`config.mk`:
```
export PLATFORM = sky130hd
export DESIGN_NAME = spi_status_flags
export DESIGN_NICKNAME = d
export VERILOG_FILES = /design/src/common/spi_status_pkg.sv /design/src/rtl/spi_status_flags.sv
export SDC_FILE = /design/constraint.sdc
export NUM_CORES = 1
export LEC_CHECK = 0
export ABC_CLOCK_PERIOD_IN_PS = 3490
export BUFFER_PORTS_ARGS = -buffer_cell sky130_fd_sc_hd__buf_2
export CAP_MARGIN = 20
export CELL_PAD_IN_SITES_DETAIL_PLACEMENT = 0
export CELL_PAD_IN_SITES_GLOBAL_PLACEMENT = 1
export CORE_ASPECT_RATIO = 0.9
export CORE_MARGIN = 5
export CORE_UTILIZATION = 46
export CTS_BUF_LIST = sky130_fd_sc_hd__clkbuf_4
export DETAILED_ROUTE_END_ITERATION = 10
export PLACE_DENSITY = 0.82
export RECOVER_POWER = 50
export SYNTH_ARGS = -nofsm -noshare
export SYNTH_HDL_FRONTEND = slang
export SYNTH_SLANG_ARGS = --single-unit
```
`constraint.sdc`:
```
create_clock -name mclk -period 3.49 [get_ports mclk]
set_input_delay 0.698 -clock mclk [delete_from_list [all_inputs] [get_ports mclk]]
set_output_delay 0.698 -clock mclk [all_outputs]
set_load 0.005 [all_outputs]
```
`src/common/spi_status_pkg.sv`:
```
// Purpose: Shared constants for the serial port status and flag block.
// Assumes: 32-bit AXI4-Lite register bus, one aligned word per register.
// Notes:   Bit positions count from the least significant bit.
package spi_status_pkg;

  // ---------------------------------------------------------------------
  // Register byte offsets
  // ---------------------------------------------------------------------
  localparam logic [7:0] OFF_STATUS = 8'h00;
  localparam logic [7:0] OFF_MASK   = 8'h04;
  localparam logic [7:0] OFF_CTRL   = 8'h08;
  localparam logic [7:0] OFF_PUSH   = 8'h0C;
  localparam logic [7:0] OFF_POP    = 8'h10;

  // ---------------------------------------------------------------------
  // Status field positions
  // ---------------------------------------------------------------------
  localparam int BIT_FRAME_DONE  = 0;
  localparam int BIT_RUN_STATE   = 1;
  localparam int BIT_QUEUE_END   = 3;
  localparam int BIT_TX_UNDER    = 4;
  localparam int BIT_TX_FILL     = 6;
  localparam int BIT_RX_OVER     = 12;
  localparam int BIT_RX_DRAIN    = 14;
  localparam int POS_TX_COUNT    = 16;
  localparam int TX_COUNT_W      = 4;

  // Control field positions.
  localparam int CTL_START       = 0;
  localparam int CTL_HALT        = 1;
  localparam int CTL_MASTER      = 2;
  localparam int CTL_SERIAL_CFG  = 3;
  localparam int CTL_TX_DMA      = 4;
  localparam int CTL_RX_DMA      = 5;

  // ---------------------------------------------------------------------
  // Reset values
  // ---------------------------------------------------------------------
  localparam logic [31:0] RST_MASK = 32'h0000_0000;
  localparam logic [31:0] RST_CTRL = 32'h0000_0000;

  // Mask of all sticky write-one-to-clear flags.
  localparam logic [31:0] W1C_MASK = 32'h0000_5059;

  // AXI response codes.
  localparam logic [1:0] RESP_OKAY   = 2'b00;
  localparam logic [1:0] RESP_SLVERR = 2'b10;

endpackage

```
`src/rtl/spi_status_flags.sv`:
```
// Purpose: Status, event flags and transmit entry counter of a serial port.
// Assumes: Shifter and FIFO signals come from logic on mclk; the link pins
//          sck and chip select come from outside and are synchronised.
// Notes:   Set conditions win over a software clear in the same cycle.
//
// How it works
// - Flags clear on write of one; fill and drain also by ack.
// - Frame done sets after last bit sampled.
// - Run bit shows stopped or running state.
// - Queue end sets on marked entry finishing.
// - Queue end flag clears the run bit.
// - Queue end only sets in master mode.
// - Underflow: slave, serial, empty, transfer starts.
// - Transmit fill flag set while not full.
// - Transmit fill clears by write or ack.
// - Overflow when receive and shifter full.
// - Receive drain set while FIFO not empty.
// - Receive drain clears by write or ack.
// - Counter tracks pushes minus executed commands.
// - Flags feed interrupt and DMA requests.
// - Post-clock delay follows the frame done event.
//
// Added by the designer: the AXI4-Lite slave port and the placing of the registers.
module spi_status_flags
  import spi_status_pkg::*;
#(
  parameter int TX_DEPTH   = 4,
  parameter int FRAME_BITS = 8
)(
  input  wire logic        mclk,
  input  wire logic        nrst,
  // AXI4-Lite slave.
  input  wire logic [7:0]  awaddr,
  input  wire logic        awvalid,
  output logic             awready,
  input  wire logic [31:0] wdata,
  input  wire logic [3:0]  wstrb,
  input  wire logic        wvalid,
  output logic             wready,
  output logic [1:0]       bresp,
  output logic             bvalid,
  input  wire logic        bready,
  input  wire logic [7:0]  araddr,
  input  wire logic        arvalid,
  output logic             arready,
  output logic [31:0]      rdata,
  output logic [1:0]       rresp,
  output logic             rvalid,
  input  wire logic        rready,
  // Shifter and FIFO side, on mclk.
  input  wire logic        lastBitSampled,
  input  wire logic        queueEndMarker,
  input  wire logic        txLoad,
  input  wire logic        rxEmpty,
  input  wire logic        rxFull,
  input  wire logic        shiftFull,
  input  wire logic [31:0] rxPopData,
  input  wire logic        txDmaAck,
  input  wire logic        rxDmaAck,
  // Link pins.
  input  wire logic        sck,
  input  wire logic        chipSelect_n,
  // Requests and strobes.
  output logic             irq,
  output logic             running,
  output logic             postClockStart,
  output logic             txDmaReq,
  output logic             rxDmaReq,
  output logic             pushStrobe,
  output logic [31:0]      pushData,
  output logic             popStrobe
);

  localparam int CNT_W = $clog2(FRAME_BITS + 1);

  typedef struct packed {
    logic             awready;
    logic             wready;
    logic [7:0]       awAddr;
    logic [31:0]      wData;
    logic [3:0]       wStrb;
    logic             bvalid;
    logic [1:0]       bresp;
    logic             arready;
    logic             rvalid;
    logic [31:0]      rdata;
    logic [1:0]       rresp;
    logic [31:0]      flags;
    logic [TX_COUNT_W-1:0] txCount;
    logic [31:0]      mask;
    logic [31:0]      ctrl;
    logic             running;
    logic             irq;
    logic             postClockStart;
    logic             txDmaReq;
    logic             rxDmaReq;
    logic             pushStrobe;
    logic [31:0]      pushData;
    logic             popStrobe;
    logic [2:0]       csSync;
    logic [2:0]       sckSync;
    logic             csLevel;
    logic             sckLevel;
    logic [CNT_W-1:0] bitCount;
  } state_s;

  state_s cur;
  state_s next_cur;

  // Expands byte strobes into a bit mask.
  function automatic logic [31:0] strobe_mask(input logic [3:0] strb);
    logic [31:0] m;
    m = '0;
    for (int i = 0; i < 4; i++)
    begin
      m[i*8 +: 8] = {8{strb[i]}};
    end
    return m;
  endfunction

  // Composes the status word from flags, run bit and counter.
  function automatic logic [31:0] status_word(input state_s s);
    logic [31:0] v;
    v = s.flags & W1C_MASK;
    v[BIT_RUN_STATE] = s.running;
    v[POS_TX_COUNT +: TX_COUNT_W] = s.txCount;
    return v;
  endfunction

  logic [31:0] wrBits;
  logic        doWrite;
  logic        doRead;
  logic        txFull;
  logic        csFall;
  logic        sckRise;
  logic        slaveMode;
  logic        slaveFrameEnd;
  logic        frameEnd;
  logic        xferStart;
  logic [31:0] setBits;
  logic [31:0] clrBits;
  logic [31:0] stat;

  always_comb
  begin
    next_cur = cur;
    next_cur.pushStrobe = 1'b0;
    next_cur.popStrobe = 1'b0;
    next_cur.postClockStart = 1'b0;

    // ---------------------------------------------------------------------
    // Link pin synchronisers
    // ---------------------------------------------------------------------
    next_cur.csSync = {cur.csSync[1:0], chipSelect_n};
    next_cur.sckSync = {cur.sckSync[1:0], sck};
    if (cur.csSync[1] == cur.csSync[2])
    begin
      next_cur.csLevel = cur.csSync[2];
    end
    if (cur.sckSync[1] == cur.sckSync[2])
    begin
      next_cur.sckLevel = cur.sckSync[2];
    end
    csFall = cur.csLevel && !next_cur.csLevel;
    sckRise = !cur.sckLevel && next_cur.sckLevel;
    slaveMode = !cur.ctrl[CTL_MASTER];

    // Slave frames end after the configured number of sampling edges.
    slaveFrameEnd = 1'b0;
    if (!slaveMode || next_cur.csLevel)
    begin
      next_cur.bitCount = '0;
    end
    else if (sckRise)
    begin
      if (cur.bitCount == CNT_W'(FRAME_BITS - 1))
      begin
        next_cur.bitCount = '0;
        slaveFrameEnd = 1'b1;
      end
      else
      begin
        next_cur.bitCount = cur.bitCount + 1'b1;
      end
    end
    frameEnd = slaveMode ? slaveFrameEnd : lastBitSampled;
    xferStart = slaveMode ? csFall : txLoad;

    // ---------------------------------------------------------------------
    // AXI4-Lite handshakes
    // ---------------------------------------------------------------------
    if (awvalid && cur.awready)
    begin
      next_cur.awAddr = awaddr;
      next_cur.awready = 1'b0;
    end
    if (wvalid && cur.wready)
    begin
      next_cur.wData = wdata;
      next_cur.wStrb = wstrb;
      next_cur.wready = 1'b0;
    end
    doWrite = !cur.awready && !cur.wready && !cur.bvalid;
    wrBits = cur.wData & strobe_mask(cur.wStrb);
    if (cur.bvalid && bready)
    begin
      next_cur.bvalid = 1'b0;
      next_cur.awready = 1'b1;
      next_cur.wready = 1'b1;
    end

    doRead = arvalid && cur.arready;
    stat = status_word(cur);
    if (doRead)
    begin
      next_cur.arready = 1'b0;
      next_cur.rvalid = 1'b1;
      next_cur.rresp = RESP_OKAY;
      case (araddr)
        OFF_STATUS: next_cur.rdata = stat;
        OFF_MASK:   next_cur.rdata = cur.mask;
        OFF_CTRL:   next_cur.rdata = cur.ctrl;
        OFF_PUSH:   next_cur.rdata = cur.pushData;
        OFF_POP:
        begin
          next_cur.rdata = rxPopData;
          next_cur.popStrobe = 1'b1;
        end
        default:
        begin
          next_cur.rdata = '0;
          next_cur.rresp = RESP_SLVERR;
        end
      endcase
    end
    if (cur.rvalid && rready)
    begin
      next_cur.rvalid = 1'b0;
      next_cur.arready = 1'b1;
    end

    // ---------------------------------------------------------------------
    // Register writes
    // ---------------------------------------------------------------------
    clrBits = '0;
    if (doWrite)
    begin
      next_cur.bvalid = 1'b1;
      next_cur.bresp = RESP_OKAY;
      case (cur.awAddr)
        OFF_STATUS: clrBits = wrBits & W1C_MASK;
        OFF_MASK:   next_cur.mask = (cur.mask & ~strobe_mask(cur.wStrb))
                                    | wrBits;
        OFF_CTRL:   next_cur.ctrl = (cur.ctrl & ~strobe_mask(cur.wStrb))
                                    | wrBits;
        OFF_PUSH:
        begin
          next_cur.pushData = cur.wData;
          next_cur.pushStrobe = 1'b1;
        end
        default:    next_cur.bresp = RESP_SLVERR;
      endcase
    end

    // ---------------------------------------------------------------------
    // Transmit entry counter
    // ---------------------------------------------------------------------
    txFull = cur.txCount >= TX_COUNT_W'(TX_DEPTH);
    if (next_cur.pushStrobe && !txFull && !(txLoad && cur.txCount != '0))
    begin
      next_cur.txCount = cur.txCount + 1'b1;
    end
    else if (!next_cur.pushStrobe && txLoad && cur.txCount != '0)
    begin
      next_cur.txCount = cur.txCount - 1'b1;
    end

    // ---------------------------------------------------------------------
    // Event flags
    // ---------------------------------------------------------------------
    setBits = '0;
    setBits[BIT_FRAME_DONE] = frameEnd;
    setBits[BIT_QUEUE_END] = frameEnd && queueEndMarker && !slaveMode;
    setBits[BIT_TX_UNDER] = slaveMode && cur.ctrl[CTL_SERIAL_CFG]
                            && csFall && cur.txCount == '0;
    setBits[BIT_TX_FILL] = !txFull;
    setBits[BIT_RX_OVER] = xferStart && rxFull && shiftFull;
    setBits[BIT_RX_DRAIN] = !rxEmpty;
    if (txDmaAck && txFull)
    begin
      clrBits[BIT_TX_FILL] = 1'b1;
    end
    if (rxDmaAck && rxEmpty)
    begin
      clrBits[BIT_RX_DRAIN] = 1'b1;
    end
    next_cur.flags = ((cur.flags & ~clrBits) | setBits) & W1C_MASK;
    next_cur.postClockStart = frameEnd;

    // ---------------------------------------------------------------------
    // Run state
    // ---------------------------------------------------------------------
    if (setBits[BIT_QUEUE_END] || next_cur.ctrl[CTL_HALT])
    begin
      next_cur.running = 1'b0;
    end
    else if (doWrite && cur.awAddr == OFF_CTRL && wrBits[CTL_START])
    begin
      next_cur.running = 1'b1;
    end
    next_cur.ctrl[CTL_START] = 1'b0;

    // ---------------------------------------------------------------------
    // Requests
    // ---------------------------------------------------------------------
    next_cur.irq = |(status_word(next_cur) & W1C_MASK & next_cur.mask);
    next_cur.txDmaReq = next_cur.flags[BIT_TX_FILL]
                        && next_cur.ctrl[CTL_TX_DMA];
    next_cur.rxDmaReq = next_cur.flags[BIT_RX_DRAIN]
                        && next_cur.ctrl[CTL_RX_DMA];
  end

  always_ff @(posedge mclk or negedge nrst)
  begin
    if (!nrst)
    begin
      cur <= '0;
      cur.awready <= 1'b1;
      cur.wready <= 1'b1;
      cur.arready <= 1'b1;
      cur.mask <= RST_MASK;
      cur.ctrl <= RST_CTRL;
      cur.csSync <= 3'b111;
      cur.csLevel <= 1'b1;
    end
    else
    begin
      cur <= next_cur;
    end
  end

  assign awready = cur.awready;
  assign wready = cur.wready;
  assign bresp = cur.bresp;
  assign bvalid = cur.bvalid;
  assign arready = cur.arready;
  assign rdata = cur.rdata;
  assign rresp = cur.rresp;
  assign rvalid = cur.rvalid;
  assign irq = cur.irq;
  assign running = cur.running;
  assign postClockStart = cur.postClockStart;
  assign txDmaReq = cur.txDmaReq;
  assign rxDmaReq = cur.rxDmaReq;
  assign pushStrobe = cur.pushStrobe;
  assign pushData = cur.pushData;
  assign popStrobe = cur.popStrobe;

endmodule

```
==> metrics.cfg, run 1 <==
[timing]
min_period_ps=2858
final.setup.tns_ps=0
setup_viol=0
hold_ws_ps=159.9
worst_pin_slew_ps=2198
fmax_mhz=349.9
final_max_slew_viol_count=114
slew_headroom=-0.4652
finClkSkew_ps=18.65
timing.final.crit_share=0.8188
hold_viol_final=0
rsz0062_at_grt=false

[yosys]
yosys_register_bits=207
ys_warn_count=0
avgSynthCellArea_um2=11.98
synth_edf_count=0
syn_area_mm2=0.009329
synthArstFlopShare=1.000
ys_types=56
yosysSeqAreaShare=0.5562
syn_inst=779
synth_flop_cell=dfrtp_1

[clock_network]
clk_pin_slew_ps=70
clock_latency_ps=640
clock_sinks=207
cts_setup_buffers=0
numCtsBuffers=55
cts_resized=0
cts_buffer_depth=3
hold_buffers=0
cts_tree=yes
clockRootBuffer=clkbuf_4
htree_levels=2

[final_layout]
fin_nets=1030
design_area_mm2=0.01074
final_util=0.5372
fill_cells=1815
layout.cells.non_filler=1225
syn_to_final_growth_pct=15.09
drive_above_1_share=0.4354

[critical_path]
worstPathArrival_ps=3360
critPathMaxFanout=6
path_class=flip-flop to flip-flop
start_kind=flip-flop
endpoint_kind=flip-flop
cp.required_ps=3990

[placed_design]
port_buffers=178
gp_congestion=0.8280
dp_cells=1123
post_dp_cell_area_mm2=0.01003
dp_hpwl_um=16420

[detailed_routing]
via_per_inst=5.386
wire_per_inst_um=19.12
drc=0
drt_iter0_drc=440
drtAntennaViolNets=0
totalWireLength_um=23430
vias=6598
first_pass_iters=5

[status]
status=finished with violations
violations=max-capacitance violations, max-slew violations

[global_route]
grt_antenna_before_repair=2
grt_pass1_wl_um=38130
gr-total-overflow=0
grt_start_max_net_pins=85
grt_pass1_vias=6955
track_usage=0.2038

[floorplan]
core_mm2=0.01999
die_w_um=160.1
io-pin-count=181
die_h_um=145.1
start_util=0.4668
die-area_mm2=0.02323
rows=49

[power_and_ir_drop]
vdd_drop_max_mv=0.3686
p_leak_nw=5.414
power_density_mw_per_mm2=647.7

[run]
max-cap-violations=2

[min_path]
min_path_type=input port to flip-flop

## cell type report
class                           count  area [um2]  share of cell area
Sequential cell                   207        5189              0.4833
Multi-Input combinational cell    457        3452              0.3215
Timing Repair Buffer              194        1011             0.09416
Clock buffer                       93       698.2             0.06503
Tap cell                          255       319.1             0.02972
Inverter                           10       37.54            0.003496
Clock inverter                      6       22.52            0.002098
Antenna cell                        3       7.507           0.0006992
## per-stage QoR
stage | worst slack [ps] | power (mW)
2_1_floorplan | 953.1 | 4.401
3_3_place_gp | 756.9 | 4.802
3_5_place_dp | 657.9 | 4.857
4_1_cts | 650.9 | 7.055
5_1_grt | 405.3 | 7.409
6_report | 632.4 | 6.954
## worst paths after layout
| check | start | endpoint | slack [ps] | cells past startpoint |
|---|---|---|---|---|
| worst max-delay path | cur[115]$_DFFE_PN0P_ | cur[118]$_DFFE_PN0P_ | 630 | 9 |
| worst min-delay path | chipSelect_n | cur[9]$_DFF_PN1_ | 160 | 1 |
| worst max register to register | cur[115]$_DFFE_PN0P_ | cur[118]$_DFFE_PN0P_ | 630 | 9 |
| worst min register to register | cur[6]$_DFF_PN0_ | cur[7]$_DFF_PN0_ | 350 | 0 |
| max in group asynchronous | nrst | cur[211]$_DFFE_PN0P_ | 1050 | 2 |
| min in group asynchronous | nrst | cur[6]$_DFF_PN0_ | 680 | 1 |
## synth_stat cells, types with 4 or more instances
master,count,share of area
a21oi_1,6,0.0032
a222oi_1,24,0.026
a22o_1,21,0.020
a22oi_1,10,0.0080
and2_1,4,0.0027
buf_4,68,0.055
clkbuf_1,33,0.013
dfrtp_1,200,0.54
dfstp_2,7,0.020
inv_1,9,0.0036
mux2_2,106,0.13
mux4_2,10,0.024
nand2_1,144,0.058
nand3_2,5,0.0054
nand4_1,4,0.0027
nor2_1,9,0.0036
nor2b_1,6,0.0040
nor3_1,6,0.0032
nor4_1,5,0.0034
o21ai_0,44,0.024
or4bb_1,4,0.0048
## routing by layer
layer | GRT usage | up-vias | routed length (um)
met1 | 0.2896 | 3275 | 10640
met4 | 0.06409 | 0 | 418
met5 | 0 | - | 0
li1 | - | 3057 | -
met2 | 0.3131 | 221 | 10880
met3 | 0.04680 | 45 | 1484
## power breakdown
part | internal, mW | switching (mW)
sequential | 2.95 | 0.558
combinational | 0.702 | 0.582
clock | 1.19 | 0.974
## layout by cell type, fill, tap and decap left out, types with 4 or more instances in the layout
cell      instances
nor2_1            9
mux4_2           10
nor4_1            5
nand2_1         143
buf_2           177
buf_4            11
nand3_2           5
a22oi_1          10
inv_1             9
dfrtp_1         200
or4bb_1           4
nor3_1            5
or4_1             4
dfstp_1           5
nand4_1           4
clkinv_1          7
a21oi_1           6
mux2_2          106
clkbuf_4         93
o21ai_0          44
nor2b_1           4
a22o_1           21
a222oi_1         24
and2_1            4
## critical path, cell delays in order (launching register included)
cell and delay, ps:
dfrtp_1 450, nor4_1 500, nor2b_1 200, or4_1 530, ha_1 320, a21o_1 170
a21oi_1 190, nor3_1 60, o21ai_0 160, o311ai_0 140
## cell families (layout without fill, tap and decap cells)
family	Yosys count	in the layout	synth area share
compound gates	115	115	0.08919
xor+xnor	3	3	0.002817
fa+ha+maj	6	6	0.008316
buf+inv	116	303	0.07511
flops	207	207	0.5562
mux	120	120	0.1575
other cells	1	5	0.0004020
simple gates	211	211	0.1105
Note: power is estimated with default switching activity, not from simulation.
==> inputs of run 2 (changes only) <==
Settings changed: ABC_CLOCK_PERIOD_IN_PS 3490 to 2700.
Clock period 3.49 ns to 2.7 ns, I/O delays scaled along.
==> metrics.cfg, run 2 (synthesis results as in run 1) <==
[critical_path]
crit_path_end=cur[118]$_DFFE_PN0P_
cp.required_ps=3200
rr_worst_depth=9
endpoint_kind=flip-flop
r2r-end=cur[118]$_DFFE_PN0P_
reg2reg_slack_ps=180
max_stage_delay_ps=530
critical_path.startpoint=cur[231]$_DFFE_PN0P_
path_class=flip-flop to flip-flop
worstPathCellList=nor4_4, nand4_1, or4_1, buf_4, ha_1, a21oi_1, nor3_1, o21ai_0, o311ai_1
path_depth=9
rr_startpoint=cur[231]$_DFFE_PN0P_
cp_top_family=simple AND/OR/NAND/NOR gates
critPathMaxFanout=3
worstPathArrival_ps=3030
critical_path.slowest_cell=or4_1
start_kind=flip-flop
critPathBufInv=1

[detailed_routing]
via_per_inst=5.310
first_pass_iters=5
drtAntennaViolNets=0
wire_per_inst_um=18.70
drc=0
totalWireLength_um=23180
drt_iter0_drc=479
vias=6585

[global_route]
grt_antenna_before_repair=3
track_usage=0.2005
gr-total-overflow=0
grt_pass1_vias=6792
grt_pass1_wl_um=37510
grt_start_max_net_pins=61

[clock_network]
clock_sinks=207
clockRootBuffer=clkbuf_4
cts_setup_buffers=0
clk_pin_slew_ps=70
numCtsBuffers=55
htree_levels=2
cts_tree=yes
clock_latency_ps=650
cts_buffer_depth=3

[power_and_ir_drop]
p_sw_frac=0.3045
internal-power_mw=6.250
vdd_drop_max_mv=0.4823
power_density_mw_per_mm2=824.6
seq_power_share=0.497
power.share.clock=0.295
total_power_mw=8.987
p_sw_mw=2.737
power_frac_comb=0.208
p_leak_nw=5.496

[timing]
min_period_ps=2525
slew_headroom=-0.06061
hold_ws_ps=62.90
final_max_slew_viol_count=34
hold_viol_final=0
finClkSkew_ps=34.21
worst_pin_slew_ps=1591
timing.final.crit_share=0.9351
fmax_mhz=396.1
setup_viol=0

[placed_design]
dp_hpwl_um=16360
gp_congestion=0.8106
port_buffers=178

[floorplan]
die_h_um=145.1
die_w_um=160.1
die-area_mm2=0.02323
rows=49
core_mm2=0.01999
io-pin-count=181
start_util=0.4668

[final_layout]
drive_above_1_share=0.4411
fin_nets=1051
mostFrequentLayoutCell=dfrtp_1
final_cell_mix=200 x dfrtp_1, 177 x buf_2, 144 x nand2_1
seqCellArea_mm2=0.005189
fill_cells=1823
syn_to_final_growth_pct=16.82
multiInputGateArea_mm2=0.003475

[run]
max-cap-violations=1

[status]
status=finished with violations
violations=max-capacitance violations, max-slew violations

[min_path]
min_path_type=input port to flip-flop

run 2: cell count changes in the layout (fill, tap and decap cells not counted), sizes merged:
cell and change:
buf +17, clkbuf -8, clkinv +4, diode -2, dlygate4sd3 +4
run 2: worst min-delay path by stage:
stage,from,end,slack [ps],cells after the start
final,wvalid,wready$_DFFE_PN1P_,60,2
after global routing,wvalid,wready$_DFFE_PN1P_,50,2
after CTS,wvalid,wready$_DFFE_PN1P_,6,2
after detailed placement,cur[6]$_DFF_PN0_,cur[7]$_DFF_PN0_,340,0
after global placement,cur[6]$_DFF_PN0_,cur[7]$_DFF_PN0_,330,0
after floorplan,nrst,async pin,240,0
run 2: power by group through the flow:
stage          clock network [mW]  registers [mW]  logic [mW]
6_report                     2.65            4.46        1.87
5_1_grt                      2.92            4.58        2.09
4_1_cts                      2.75            4.45        1.89
3_5_place_dp                    0            4.50        1.88
3_3_place_gp                    0            4.47        1.84
2_1_floorplan                   0            4.30        1.39
run 2: layout make-up:
cell class                 instances  share of cell area
sequential                       207              0.4761
inverter                          10            0.003444
clock buffer                      85             0.05855
antenna                            1           0.0002296
multi-input combinational        457              0.3188
tap                              255             0.02928
timing repair buffer             215              0.1101
clock inverter                    10            0.003444
run 2: layer usage:
| metal | vias up | share of wire | GRT usage |
|---|---|---|---|
| met4 | 4 | 0.020 | 0.06624 |
| met3 | 42 | 0.071 | 0.05559 |
| met1 | 3226 | 0.45 | 0.2808 |
| met2 | 223 | 0.45 | 0.3042 |
| li1 | 3090 | - | - |
| met5 | - | 0.0010 | 0 |
run 2: through the flow:
step | area (um2) | std cells | utilization | TNS (ps) | setup WS [ps]
after CTS | 10890 | 1238 | 0.5451 | 0 | 24.88
after detailed placement | 10180 | 1139 | 0.5093 | 0 | 72.82
after global routing | 10900 | 1240 | 0.5453 | -9.612 | -9.612
after floorplan | 9333 | 780 | - | 0 | 163.1
final | 10900 | 1240 | 0.5453 | 0 | 175.3
after global placement | 10180 | 1139 | 0.5093 | 0 | 153.3
run 2: timing repair:
action,CTS,global route
hold buffers,4,0
endpoints found under the setup margin,0,1
resized for setup,0,4
hold endpoints to repair,51,0
==> inputs of run 3 (changes only) <==
Settings changed: BUFFER_PORTS_ARGS -buffer_cell sky130_fd_sc_hd__buf_2 to unset, CORE_UTILIZATION 46 to 52, DONT_BUFFER_PORTS set to 1, PLACE_DENSITY 0.82 to 0.8.
==> metrics.cfg, run 3 (synthesis results as in run 1) <==
[critical_path]
cp.required_ps=3210
endpoint_kind=flip-flop
reg2reg_slack_ps=200
path_class=flip-flop to flip-flop
start_kind=flip-flop
rr_worst_depth=9
critical_path.startpoint=cur[231]$_DFFE_PN0P_
r2r-end=cur[118]$_DFFE_PN0P_
rr_startpoint=cur[231]$_DFFE_PN0P_
worstPathArrival_ps=3010
critPathMaxFanout=4

[final_layout]
layout.cells.non_filler=1073
fill_cells=1467
mostFrequentLayoutCell=dfrtp_1
drive_above_1_share=0.3112
multiInputGateArea_mm2=0.003497
final_cell_mix=200 x dfrtp_1, 143 x nand2_1, 106 x mux2_2
fin_nets=900
syn_to_final_growth_pct=10.19
seqCellArea_mm2=0.005189

[timing]
hold_ws_ps=-396.8
final_max_slew_viol_count=0
slew_headroom=0.2806
fmax_mhz=399.4
rsz0062_at_grt=false
worst_pin_slew_ps=1079
finClkSkew_ps=33.53
timing.final.crit_share=0.9274
min_period_ps=2504
setup_viol=0
layout_setup_ws_ps=196.0
hold_viol_final=206

[placed_design]
dp_cells=940
dp_slack_ps=-26.34
dp_hpwl_um=15690
port_buffers=0
gp_congestion=0.8935

[floorplan]
io-pin-count=181
die-area_mm2=0.02072
die_w_um=151.2
start_util=0.5297
die_h_um=137.1
rows=46
core_mm2=0.01761

[global_route]
grt_pass1_vias=6440
grt_antenna_before_repair=3
gr-total-overflow=0
track_usage=0.2206
grt_pass1_wl_um=35170
grt_start_max_net_pins=208

[status]
violations=negative hold slack
status=finished with violations

[detailed_routing]
vias=6177
totalWireLength_um=22760
first_pass_iters=5
via_per_inst=5.757
wire_per_inst_um=21.21
drc=0
drtAntennaViolNets=0
drt_iter0_drc=499

[clock_network]
cts_setup_buffers=0
cts_buffer_depth=3
cts_tree=yes
clk_pin_slew_ps=70
htree_levels=2
clock_latency_ps=630
hold_buffers=40
clockRootBuffer=clkbuf_4
clock_sinks=207
numCtsBuffers=53

[power_and_ir_drop]
p_leak_nw=4.797
total_power_mw=8.729
vdd_drop_max_mv=0.5144
power_density_mw_per_mm2=849.1

[run]
max-cap-violations=0

[min_path]
min_path_type=input port to async pin

==> run 3: cell count changes in the layout (fill, tap and decap cells not counted), moves of 2 or more <==
| cell | before | now |
|---|---|---|
| buf_2 | 177 | 0 |
| dlygate4sd3_1 | 4 | 40 |
| buf_12 | 2 | 0 |
| clkinv_1 | 11 | 2 |
| clkbuf_4 | 87 | 85 |
| diode_2 | 1 | 4 |
| inv_2 | 0 | 2 |
==> run 3: routing by layer <==
layer	up-vias	global-route usage	part of all wire
met4	0	0.06848	0.019
met1	3122	0.2882	0.41
met5	-	0	0
li1	2779	-	-
met2	240	0.3537	0.49
met3	36	0.06921	0.083
==> run 3: layout make-up <==
| type | count | area share |
|---|---|---|
| clock inverters | 4 | 0.001582 |
| repair buffers | 66 | 0.05757 |
| flip-flops and latches | 207 | 0.5047 |
| clock buffers | 85 | 0.06207 |
| inverters | 10 | 0.003651 |
| multi-input cells | 457 | 0.3402 |
| well taps | 240 | 0.02921 |
| diodes | 4 | 0.0009737 |
==> run 3: worst max path at each step <==
stage                                       to  slack (ps)  depth (start not counted)
final                     cur[118]$_DFFE_PN0P_         200                          9
after global routing      cur[118]$_DFFE_PN0P_          10                          9
after CTS                 cur[118]$_DFFE_PN0P_          50                          8
after detailed placement  cur[118]$_DFFE_PN0P_         -30                          8
after global placement    cur[118]$_DFFE_PN0P_          90                          8
after floorplan           cur[118]$_DFFE_PN0P_         160                          8
==> run 3: per-stage QoR <==
step	utilization	hold slack, ps	TNS [ps]	instance area [um2]
2_1_floorplan	-	244.4	0	9333
3_3_place_gp	0.5211	255.0	0	9178
3_5_place_dp	0.5211	251.5	-26.34	9178
4_1_cts	0.5817	-467.5	0	10240
5_1_grt	0.5831	-451.0	0	10270
6_report	0.5837	-396.8	0	10280
==> run 3: power breakdown <==
group	switching, mW	total, mW	internal (mW)
clock network	1.18	2.59	1.40
registers	0.719	4.54	3.82
logic	0.707	1.60	0.897
total	2.61	8.73	6.12
==> run 3: repair_timing <==
action                     in CTS  in global routing
pin swaps                       0                  1
setup endpoints to repair       1                  1
gates cloned                    0                  0
hold endpoints to repair      244                207
gates resized for setup         2                  7
==> run 3: worst max-delay path, cell delays in order, from the launching register on <==
cell and delay, ps:
dfrtp_1 410, nor4_4 290, nand4_1 160, or4_4 550
ha_1 290, a21o_1 180, a21oi_2 150, nor3_1 70
o21ai_1 170, o311ai_2 110
